==> src/csc_defs.svh <==
`ifndef CSC_DEFS_SVH
`define CSC_DEFS_SVH

// Register byte offsets on the APB window
`define CSC_OFS_GROUP_ONE 8'h00
`define CSC_OFS_GROUP_TWO 8'h04
`define CSC_OFS_GROUP_THREE 8'h08
`define CSC_OFS_STATUS 8'h0c

// Reset value of every start register
`define CSC_RUN_RESET 8'h00

// Writable bit masks per register
`define CSC_WMASK_ONE 8'hff
`define CSC_WMASK_TWO 8'hff
`define CSC_WMASK_THREE 8'h01

// Field positions, first start register
`define CSC_BIT_CH_ZERO 0
`define CSC_BIT_CH_ONE_A 1
`define CSC_BIT_CH_TWO_A 2
`define CSC_BIT_CH_B_SHARED 3
`define CSC_BIT_CH_THREE 4
`define CSC_BIT_CH_FOUR 5
`define CSC_BIT_CH_FIVE 6
`define CSC_BIT_CH_TEN 7

// Field positions, second start register
`define CSC_BIT_CH_SIX_LO 0
`define CSC_BIT_CH_SIX_HI 3
`define CSC_BIT_CH_SEVEN_LO 4
`define CSC_BIT_CH_SEVEN_HI 7

// Field position, third start register
`define CSC_BIT_CH_ELEVEN 0

// Field positions, status register
`define CSC_STS_HW_STANDBY 0
`define CSC_STS_SW_STANDBY 1
`define CSC_STS_ANY_RUN 2

`endif

==> src/csc_pkg.sv <==
package csc_pkg;

  // APB slave phase, one-hot
  typedef enum logic [1:0] {
    CSC_IDLE = 2'b01,
    CSC_ACCESS = 2'b10
  } csc_apb_state_t;

  typedef logic [7:0] csc_run_t;

endpackage

==> src/csc_bank_if.sv <==
`timescale 1ns/1ps
// Carries one start register between the bus decoder and its bank
interface csc_bank_if;
  logic wr_en;
  logic [7:0] wr_data;
  logic clr;
  csc_pkg::csc_run_t value;

  modport ctrl (
    output wr_en,
    output wr_data,
    output clr,
    input value
  );

  modport bank (
    input wr_en,
    input wr_data,
    input clr,
    output value
  );
endinterface

==> src/csc_run_bank.sv <==
`timescale 1ns/1ps
`include "csc_defs.svh"

// One 8-bit start register; bits outside the write mask stay zero
module csc_run_bank #(
  parameter logic [7:0] WMASK = `CSC_WMASK_ONE
) (
  input wire logic clk,
  input wire logic rst,
  csc_bank_if.bank bus
);

  // Clear wins over a write so standby entry always halts every start-bit gated channel
  always_ff @(posedge clk) begin
    if (rst || bus.clr) begin
      bus.value <= `CSC_RUN_RESET;
    end else if (bus.wr_en) begin
      bus.value <= bus.wr_data & WMASK;
    end
  end

endmodule // csc_run_bank

==> src/csc_counter_start.sv <==
`timescale 1ns/1ps
`include "csc_defs.svh"
// Functional notes
// - First register: 8-bit R/W, channels 0-5, 10
// - Reset and either standby clear all three start registers
// - Bit 0 halts, bit 1 counts; zero initially
// - Bit 7 gates channel 10; B, H free
// - Bits 6,5,4 gate channels 5,4,3
// - Bit 3 gates channel 1B and 2B together
// - Bits 2,1,0 gate channels 2A,1A,0
// - Second register: 8-bit R/W, channels 6, 7
// - Bits 0-3 channel 6 A-D, 4-7 channel 7
// - Third register bit 0 gates channel 11
// - Third register bits 7-1 read zero

module csc_counter_start (
  input wire logic CLK_SYS,
  input wire logic SYS_RST,
  input wire logic PSEL,
  input wire logic PENABLE,
  input wire logic PWRITE,
  input wire logic [7:0] PADDR,
  input wire logic [31:0] PWDATA,
  input wire logic [3:0] PSTRB,
  output logic [31:0] PRDATA,
  output logic PREADY,
  output logic PSLVERR,
  input wire logic HW_STANDBY,
  input wire logic SW_STANDBY,
  output logic RUN_CH_ZERO,
  output logic RUN_CH_ONE_A,
  output logic RUN_CH_ONE_B,
  output logic RUN_CH_TWO_A,
  output logic RUN_CH_TWO_B,
  output logic RUN_CH_THREE,
  output logic RUN_CH_FOUR,
  output logic RUN_CH_FIVE,
  output logic RUN_CH_TEN,
  output logic RUN_CH_TEN_FREE,
  output logic [3:0] RUN_CH_SIX,
  output logic [3:0] RUN_CH_SEVEN,
  output logic RUN_CH_ELEVEN
);

  csc_pkg::csc_apb_state_t state;
  csc_pkg::csc_apb_state_t next_state;
  logic hw_meta;
  logic hw_sync;
  logic sw_meta;
  logic sw_sync;
  logic standby;
  logic sel_one;
  logic sel_two;
  logic sel_three;
  logic sel_status;
  logic mapped;
  logic write_done;
  logic [31:0] next_rdata;

  csc_bank_if bank_one ();
  csc_bank_if bank_two ();
  csc_bank_if bank_three ();

  // Standby levels arrive from outside this clock, two flops each
  always_ff @(posedge CLK_SYS) begin
    if (SYS_RST) begin
      hw_meta <= 1'b0;
      hw_sync <= 1'b0;
      sw_meta <= 1'b0;
      sw_sync <= 1'b0;
    end else begin
      hw_meta <= HW_STANDBY;
      hw_sync <= hw_meta;
      sw_meta <= SW_STANDBY;
      sw_sync <= sw_meta;
    end
  end

  assign standby = hw_sync | sw_sync;

  // Address decode; low address bits are ignored, words are aligned
  assign sel_one = (PADDR[7:2] == `CSC_OFS_GROUP_ONE >> 2);
  assign sel_two = (PADDR[7:2] == `CSC_OFS_GROUP_TWO >> 2);
  assign sel_three = (PADDR[7:2] == `CSC_OFS_GROUP_THREE >> 2);
  assign sel_status = (PADDR[7:2] == `CSC_OFS_STATUS >> 2);
  assign mapped = sel_one | sel_two | sel_three | sel_status;

  // Bus phase: setup is taken, then one access cycle with PREADY high
  always_comb begin
    next_state = state;
    unique case (state)
      csc_pkg::CSC_IDLE: begin
        if (PSEL && !PENABLE) begin
          next_state = csc_pkg::CSC_ACCESS;
        end
      end
      csc_pkg::CSC_ACCESS: begin
        next_state = csc_pkg::CSC_IDLE;
      end
      default: begin
        next_state = csc_pkg::CSC_IDLE;
      end
    endcase
  end

  always_ff @(posedge CLK_SYS) begin
    if (SYS_RST) begin
      state <= csc_pkg::CSC_IDLE;
    end else begin
      state <= next_state;
    end
  end

  // PREADY is a flop that rises for the single access cycle
  always_ff @(posedge CLK_SYS) begin
    if (SYS_RST) begin
      PREADY <= 1'b0;
      PSLVERR <= 1'b0;
    end else if (state == csc_pkg::CSC_IDLE && PSEL && !PENABLE) begin
      PREADY <= 1'b1;
      PSLVERR <= !mapped || (PWRITE && sel_status); // Status is read-only
    end else begin
      PREADY <= 1'b0;
      PSLVERR <= 1'b0;
    end
  end

  // Read data, captured in setup; reserved bits are zero by construction
  always_comb begin
    next_rdata = 32'h0000_0000;
    if (sel_one) begin
      next_rdata[7:0] = bank_one.value;
    end else if (sel_two) begin
      next_rdata[7:0] = bank_two.value;
    end else if (sel_three) begin
      next_rdata[7:0] = bank_three.value;
    end else if (sel_status) begin
      next_rdata[`CSC_STS_HW_STANDBY] = hw_sync;
      next_rdata[`CSC_STS_SW_STANDBY] = sw_sync;
      next_rdata[`CSC_STS_ANY_RUN] = |{bank_one.value, bank_two.value, bank_three.value};
    end
  end

  always_ff @(posedge CLK_SYS) begin
    if (SYS_RST) begin
      PRDATA <= 32'h0000_0000;
    end else if (state == csc_pkg::CSC_IDLE && PSEL && !PENABLE && !PWRITE) begin
      PRDATA <= next_rdata;
    end else if (PREADY) begin
      PRDATA <= 32'h0000_0000; // Bus reads zero outside a read answer
    end
  end

  // Write lands at the edge that completes the access, lane 0 only
  assign write_done = (state == csc_pkg::CSC_ACCESS) && PSEL && PENABLE && PWRITE && PSTRB[0];

  assign bank_one.wr_en = write_done && sel_one;
  assign bank_one.wr_data = PWDATA[7:0];
  assign bank_one.clr = standby;
  assign bank_two.wr_en = write_done && sel_two;
  assign bank_two.wr_data = PWDATA[7:0];
  assign bank_two.clr = standby;
  // Upper bits are masked off, so a careless write cannot set them
  assign bank_three.wr_en = write_done && sel_three;
  assign bank_three.wr_data = PWDATA[7:0];
  assign bank_three.clr = standby;

  csc_run_bank #(
    .WMASK(`CSC_WMASK_ONE)
  ) u_group_one (
    .clk(CLK_SYS),
    .rst(SYS_RST),
    .bus(bank_one)
  );

  csc_run_bank #(
    .WMASK(`CSC_WMASK_TWO)
  ) u_group_two (
    .clk(CLK_SYS),
    .rst(SYS_RST),
    .bus(bank_two)
  );

  csc_run_bank #(
    .WMASK(`CSC_WMASK_THREE)
  ) u_group_three (
    .clk(CLK_SYS),
    .rst(SYS_RST),
    .bus(bank_three)
  );

  // Count enables are plain levels: dropping one freezes the counter
  // without touching its value, raising it resumes from there
  always_ff @(posedge CLK_SYS) begin
    if (SYS_RST || standby) begin
      RUN_CH_ZERO <= 1'b0;
      RUN_CH_ONE_A <= 1'b0;
      RUN_CH_ONE_B <= 1'b0;
      RUN_CH_TWO_A <= 1'b0;
      RUN_CH_TWO_B <= 1'b0;
      RUN_CH_THREE <= 1'b0;
      RUN_CH_FOUR <= 1'b0;
      RUN_CH_FIVE <= 1'b0;
      RUN_CH_TEN <= 1'b0;
    end else begin
      RUN_CH_ZERO <= bank_one.value[`CSC_BIT_CH_ZERO];
      RUN_CH_ONE_A <= bank_one.value[`CSC_BIT_CH_ONE_A];
      RUN_CH_TWO_A <= bank_one.value[`CSC_BIT_CH_TWO_A];
      RUN_CH_ONE_B <= bank_one.value[`CSC_BIT_CH_B_SHARED];
      RUN_CH_TWO_B <= bank_one.value[`CSC_BIT_CH_B_SHARED];
      RUN_CH_THREE <= bank_one.value[`CSC_BIT_CH_THREE];
      RUN_CH_FOUR <= bank_one.value[`CSC_BIT_CH_FOUR];
      RUN_CH_FIVE <= bank_one.value[`CSC_BIT_CH_FIVE];
      RUN_CH_TEN <= bank_one.value[`CSC_BIT_CH_TEN];
    end
  end

  // Channel 10 event and noise counters ignore the start bit
  always_ff @(posedge CLK_SYS) begin
    if (SYS_RST) begin
      RUN_CH_TEN_FREE <= 1'b0;
    end else begin
      RUN_CH_TEN_FREE <= 1'b1;
    end
  end

  // Channels 6 and 7, one enable per counter A to D
  genvar gi;
  generate
    for (gi = 0; gi < 4; gi++) begin : g_six_seven
      always_ff @(posedge CLK_SYS) begin
        if (SYS_RST || standby) begin
          RUN_CH_SIX[gi] <= 1'b0;
          RUN_CH_SEVEN[gi] <= 1'b0;
        end else begin
          RUN_CH_SIX[gi] <= bank_two.value[`CSC_BIT_CH_SIX_LO + gi];
          RUN_CH_SEVEN[gi] <= bank_two.value[`CSC_BIT_CH_SEVEN_LO + gi];
        end
      end
    end
  endgenerate

  // Channel 11 single counter
  always_ff @(posedge CLK_SYS) begin
    if (SYS_RST || standby) begin
      RUN_CH_ELEVEN <= 1'b0;
    end else begin
      RUN_CH_ELEVEN <= bank_three.value[`CSC_BIT_CH_ELEVEN];
    end
  end

endmodule // csc_counter_start

==> config.mk <==
export PLATFORM = sky130hd
export DESIGN_NAME = csc_counter_start
export DESIGN_NICKNAME = d
export VERILOG_FILES = /design/src/csc_pkg.sv /design/src/csc_bank_if.sv /design/src/csc_run_bank.sv /design/src/csc_counter_start.sv
export VERILOG_INCLUDE_DIRS = /design/src
export SDC_FILE = /design/constraint.sdc
export NUM_CORES = 1
export LEC_CHECK = 0
export ABC_AREA = 1
export ABC_CLOCK_PERIOD_IN_PS = 1500
export BUFFER_PORTS_ARGS = -buffer_cell sky130_fd_sc_hd__buf_2
export CELL_PAD_IN_SITES_DETAIL_PLACEMENT = 0
export CELL_PAD_IN_SITES_GLOBAL_PLACEMENT = 2
export CORE_MARGIN = 2
export CORE_UTILIZATION = 25
export CTS_BUF_LIST = sky130_fd_sc_hd__clkbuf_2
export CTS_CLUSTER_SIZE = 16
export DETAILED_ROUTE_END_ITERATION = 7
export GPL_TIMING_DRIVEN = 1
export PLACE_DENSITY_LB_ADDON = 0.08
export SETUP_SLACK_MARGIN = 0.5
export SLEW_MARGIN = 20
export SYNTH_ARGS = -nofsm -noshare
export SYNTH_HDL_FRONTEND = slang
export SYNTH_HIERARCHICAL = 1
export SYNTH_SLANG_ARGS = --single-unit
export TNS_END_PERCENT = 10
==> constraint.sdc <==
create_clock -name CLK_SYS -period 1.5 [get_ports CLK_SYS]
set_clock_uncertainty 0.05 [all_clocks]
set_input_delay 0.3 -clock CLK_SYS [delete_from_list [all_inputs] [get_ports CLK_SYS]]
set_output_delay 0.3 -clock CLK_SYS [all_outputs]
set_load 0.02 [all_outputs]
-- Yosys cells after proc, flatten, opt, wreduce, memory -nomap -nowiden
Cells that the tools add are included.
- output and inout bits: 53
- logic and storage cells: 70
- bits in registers: 51
- equal/unequal tests: 5
- bitwise operators: 6
- reductions and logical operators: 22
- muxes and demuxes: 8
- operators with widths (cell ; count):
    $mux W8 ; 4
    $reduce_or A17 Y1 ; 1
    $eq A6 B2 Y1 const B ; 2
    $logic_and A1 B1 Y1 ; 12
    $eq A6 B1 Y1 const B ; 1
    $logic_not A6 Y1 ; 1
    $mux W3 ; 2
    $or A1 B1 Y1 ; 4
    $reduce_or A2 Y1 ; 2
    $logic_not A1 Y1 ; 3
    $eq A2 B1 Y1 const B ; 1
    $eq A2 B2 Y1 const B ; 1
    $logic_or A1 B1 Y1 ; 2
    $mux W1 ; 2
    $not A1 Y1 ; 2
    $reduce_bool A2 Y1 ; 1

-- Logic depth before layout (Yosys ltp)
- depth after elaboration: 6
- depth in mapped cells: 10
- mapped depth without buffers: 9

-- Hierarchy
Netlist, hierarchy kept.
- by module, submodules not included (module ; cells an instance ; times used ; area each (um^2)):
    csc_counter_start ; 234 ; 1 ; 1645.3
    csc_run_bank at u_group_one ... ; 51 ; 2 ; 357.8
    csc_run_bank at u_group_three ; 15 ; 1 ; 101.3

-- Worst setup path before layout
No wires, ideal clock.
- kind: input-to-reg
- start: in PADDR[5]
- end: reg u_group_one.bus.value[3]
- path buffers: 2
- data required time: 1.337 ns
- cell stages on the path: 10
- slack: 0.092 ns
- setup time: 0.113 ns
- arrival: 1.245 ns
- cells stage by stage: nor2_1 -> nand2_2 -> nor2_4 -> nand2_1 -> nor2_1 -> buf_6 -> buf_6 -> nand2_2 -> nand2_1 -> nor2_1
- word-level cells in the longest chain between the ends: 2
- ends and longest elaborated chain (what ; RTL line ; RTL):
    start, declared ; csc_counter_start.sv:22 ; input wire logic [7:0] PADDR,
    $logic_not A6 Y1 ; csc_counter_start.sv:82 ; assign sel_one = (PADDR[7:2] == `CSC_OFS_GROUP_ONE >> 2);
    $logic_and A1 B1 Y1 ; csc_counter_start.sv:157 ; assign bank_one.wr_en = write_done && sel_one;
    named net bank_one.wr_en ; csc_bank_if.sv:4 ; logic wr_en;
    end signal, assigned ; csc_run_bank.sv:16 ; bus.value <= `CSC_RUN_RESET;
    end signal, assigned ; csc_run_bank.sv:18 ; bus.value <= bus.wr_data & WMASK;
    end, declared ; csc_bank_if.sv:20 ; output value
The timed path passes the listed nets, and every way through them passes these cells.
A chain may end at the register's enable or synchronous reset.

-- Final worst setup path
- start: reg state[0]
- end: reg u_group_one.bus.value[5]
- word-level cells in the longest chain between the ends: 6
- ends and longest elaborated chain (what ; RTL line ; RTL):
    start, declared ; csc_counter_start.sv:45 ; csc_pkg::csc_apb_state_t state;
    start signal, assigned ; csc_counter_start.sv:108 ; state <= csc_pkg::CSC_IDLE;
    start signal, assigned ; csc_counter_start.sv:110 ; state <= next_state;
    $eq A2 B2 Y1 ; csc_counter_start.sv:155 ; assign write_done = (state == csc_pkg::CSC_ACCESS) && PSEL && PENABLE && PWRITE && PSTRB[0];
    $logic_and A1 B1 Y1 (4 in series) ; csc_counter_start.sv:155 ;
    $logic_and A1 B1 Y1 ; csc_counter_start.sv:157 ;
    named net bank_one.wr_en ; csc_bank_if.sv:4 ;
The timed path passes the listed nets, and every way through them passes these cells.

==> metrics.txt <==
register area=around 1000 um2; clk sinks=51; Crit Path Max Fanout=8; R2R cell count=8; final antenna-violating net count=0; Reg-to-Reg Start=state[0]$_SDFFE_PP1P_; CP Class=flop to flop; Layout area overhead=20.4%; Multi-input gate area=between 1000 and 1500 um2; root buf cell=clkbuf_2; maxcap violations=0; via count=2078; Seq/Total Area, Yosys=41.5%; hold path depth=5; Tmin final=~1.4 ns; first-pass GRT wire length=between 9000 and 10000 um; setup_tns=0 ns; hold_ws=~0.067 ns; H-tree depth=2; via count of the first global-routing pass=about 1900; Finished Cell Area=~3000 um2; die footprint=roughly 11000 um2; DPL Wire Length=roughly 4500 um; Fin. Hold Viols=0; Fillers=about 1100; Worst setup SP type=flop; die height=between 100 and 150 um; routability cong.=between 0.7 and 0.8; Hold Crit Class=input pin to flop; Placeable Area=9680 um2; required time worst endpoint=1.80 ns; Clock Latency Late Sink=roughly 0.44 ns; final WL=roughly 6200 um; final worst-path cycle share=a little over 90%; register bit total from synthesis=51; syn avg cell area=7.02 um2; r2r endpoint=u_group_one/bus.value[5]$_SDFFE_PP0P_; total grt overflow=0; cells after synthesis=approximately 350; fin util=a little under a third; CTS Buf Count=5; Worst-path clk slew=around 0.28 ns; initial antenna violation count=1; status=completed; IO buf count=50; Ports=104; Total Power=about 2.2 mW; routed length per instance=about 11 um; nets@finish=469; Yosys Warn Count=6; CTS max path bufs=2; Synth cell types=22; Netlist Area Pre-Place=2460 um2; DIE WIDTH=approximately 100 um; max-slew violations=0; Final setup viols=0; Pwr Density=about 750 nW/um2; vias per inst=around 3.8; largest net degree at the start of global routing=18; Total GRT Usage=roughly 12%; Iter 0 DRT Violations=57; DR pass1 iterations=4; RSZ-0062 raised after global routing=yes; CTS tree=built; Leak Pwr=roughly 1.4 nW; R2R Setup Slk=~0.11 ns; WHS Endpoint=u_group_one/bus.value[6]$_SDFFE_PP0P_; critical hold path startpoint=PWDATA[6]; DR DRC count=0; Placed Instance Area=between 2000 and 3000 um2; Worst VDD drop=approximately 280 uV; Initial Utilization=~25%; # rows=36; critical path arrival=roughly 1.7 ns; share of layout cells above drive strength 1=around 25%; Max Clk Rate=between 0.7 and 0.8 GHz; Setup crit end kind=flop
-- final cells by class --
class	count	share of cell area, %
Antenna cell	1	0.0844
Clock buffer	6	1.01
Clock inverter	2	0.422
Inverter	52	6.67
Multi-Input combinational cell	237	36.1
Sequential cell	51	34.5
Tap cell	133	5.61
Timing Repair Buffer	71	15.6
-- per-layer routing --
metal	vias to the layer above	share of wire [%]	wire length (um)	track usage [%]
li1	1105	-	-	-
met1	920	47	2890	15.5
met2	51	49	3010	20.8
met3	2	3.4	207	2.22
met4	0	0.84	52	3.95
met5	-	0	0	0
-- worst max-delay path by stage --
stage                     startpoint                                    end  depth (start not counted)
2_1_floorplan               PADDR[7]  u_group_one/bus.value[3]$_SDFFE_PP0P_                         10
3_3_place_gp                PADDR[7]                 PRDATA[3]$_SDFFE_PP0P_                          9
3_5_place_dp                PADDR[5]                 PRDATA[3]$_SDFFE_PP0P_                          9
4_1_cts        state[0]$_SDFFE_PP1P_  u_group_one/bus.value[5]$_SDFFE_PP0P_                          8
5_1_grt        state[0]$_SDFFE_PP1P_  u_group_one/bus.value[5]$_SDFFE_PP0P_                          8
6_report       state[0]$_SDFFE_PP1P_  u_group_one/bus.value[5]$_SDFFE_PP0P_                          8
-- layout by cell type (no fill, tap or decap) --
cell type,instances
nor2_2,2
dlygate4sd3_1,2
nand3_2,1
nand2_1,68
inv_2,2
nand4_1,1
conb_1,31
nand2_4,1
dfxtp_1,49
nor2_1,86
dfxtp_2,2
buf_12,2
a21oi_1,5
clkinvlp_4,1
nor2_8,3
buf_2,50
inv_4,1
diode_2,1
clkbuf_2,6
nand3_1,20
clkinv_2,1
or2_1,1
nand2_2,8
buf_16,1
o21ai_0,1
buf_4,15
nor2_4,4
buf_6,1
nor3_2,1
inv_1,49
a21oi_2,4
-- power by group --
part	internal (mW)	switching [mW]	leakage [nW]
clock	0.119	0.451	0.0290
combinational	0.0827	0.194	0.986
sequential	1.37	0.00474	0.412
-- synthesized netlist by cell type (all sizes together) --
library cell | count | area [um2]
dfxtp | 51 | 1020
conb | 2 | 7.51
buf | 38 | 302
inv | 52 | 195
clkbuf | 2 | 27.5
nor3 | 1 | 5.00
or2 | 1 | 6.26
a21oi | 9 | 60.1
o21ai | 1 | 5.00
nor2 | 95 | 415
nand3 | 21 | 110
nand2 | 77 | 302
nand4 | 1 | 6.26
-- critical path, stage by stage (launching register included) --
cell and delay [ns]:
dfxtp_2 0.38, nor3_2 0.16, nand4_1 0.12, buf_6 0.15, nor2_4 0.18, buf_12 0.16
nand2_4 0.04, nand2_2 0.04, nor2_1 0.03
-- flip-flops by register name, indices dropped and copies added (netlist names), 2 cells and up --
signal and cells:
PRDATA 8, u_group_one/bus.value 8, u_group_two/bus.value 8, RUN_CH_SEVEN 4
RUN_CH_SIX 4, state 2
-- stage by stage --
stage,instances,setup slack [ns]
6_report,553,0.114
5_1_grt,553,0.0355
4_1_cts,551,0.0934
3_5_place_dp,537,0.00167
3_3_place_gp,537,0.00665
2_1_floorplan,380,0.160
-- cell families after synthesis --
kind of cell / Yosys count / synth area share (%)
AND/OR/NAND/NOR: 196 / 34.3
buffers and inverters: 92 / 21.3
flip-flops: 51 / 41.5
AO/OA/AOI/OAI: 10 / 2.64
other: 2 / 0.305
-- what timing repair did --
item / in CTS / in global routing
setup endpoints to repair: 56 / 74
gates cloned: 1 / 0
resized for setup: 7 / 3
setup buffers: 3 / 1
endpoints found under the hold margin: 2 / 0
hold buffers: 2 / 0
pin swaps: 4 / 1
Note: power is estimated with default switching activity, not from simulation.
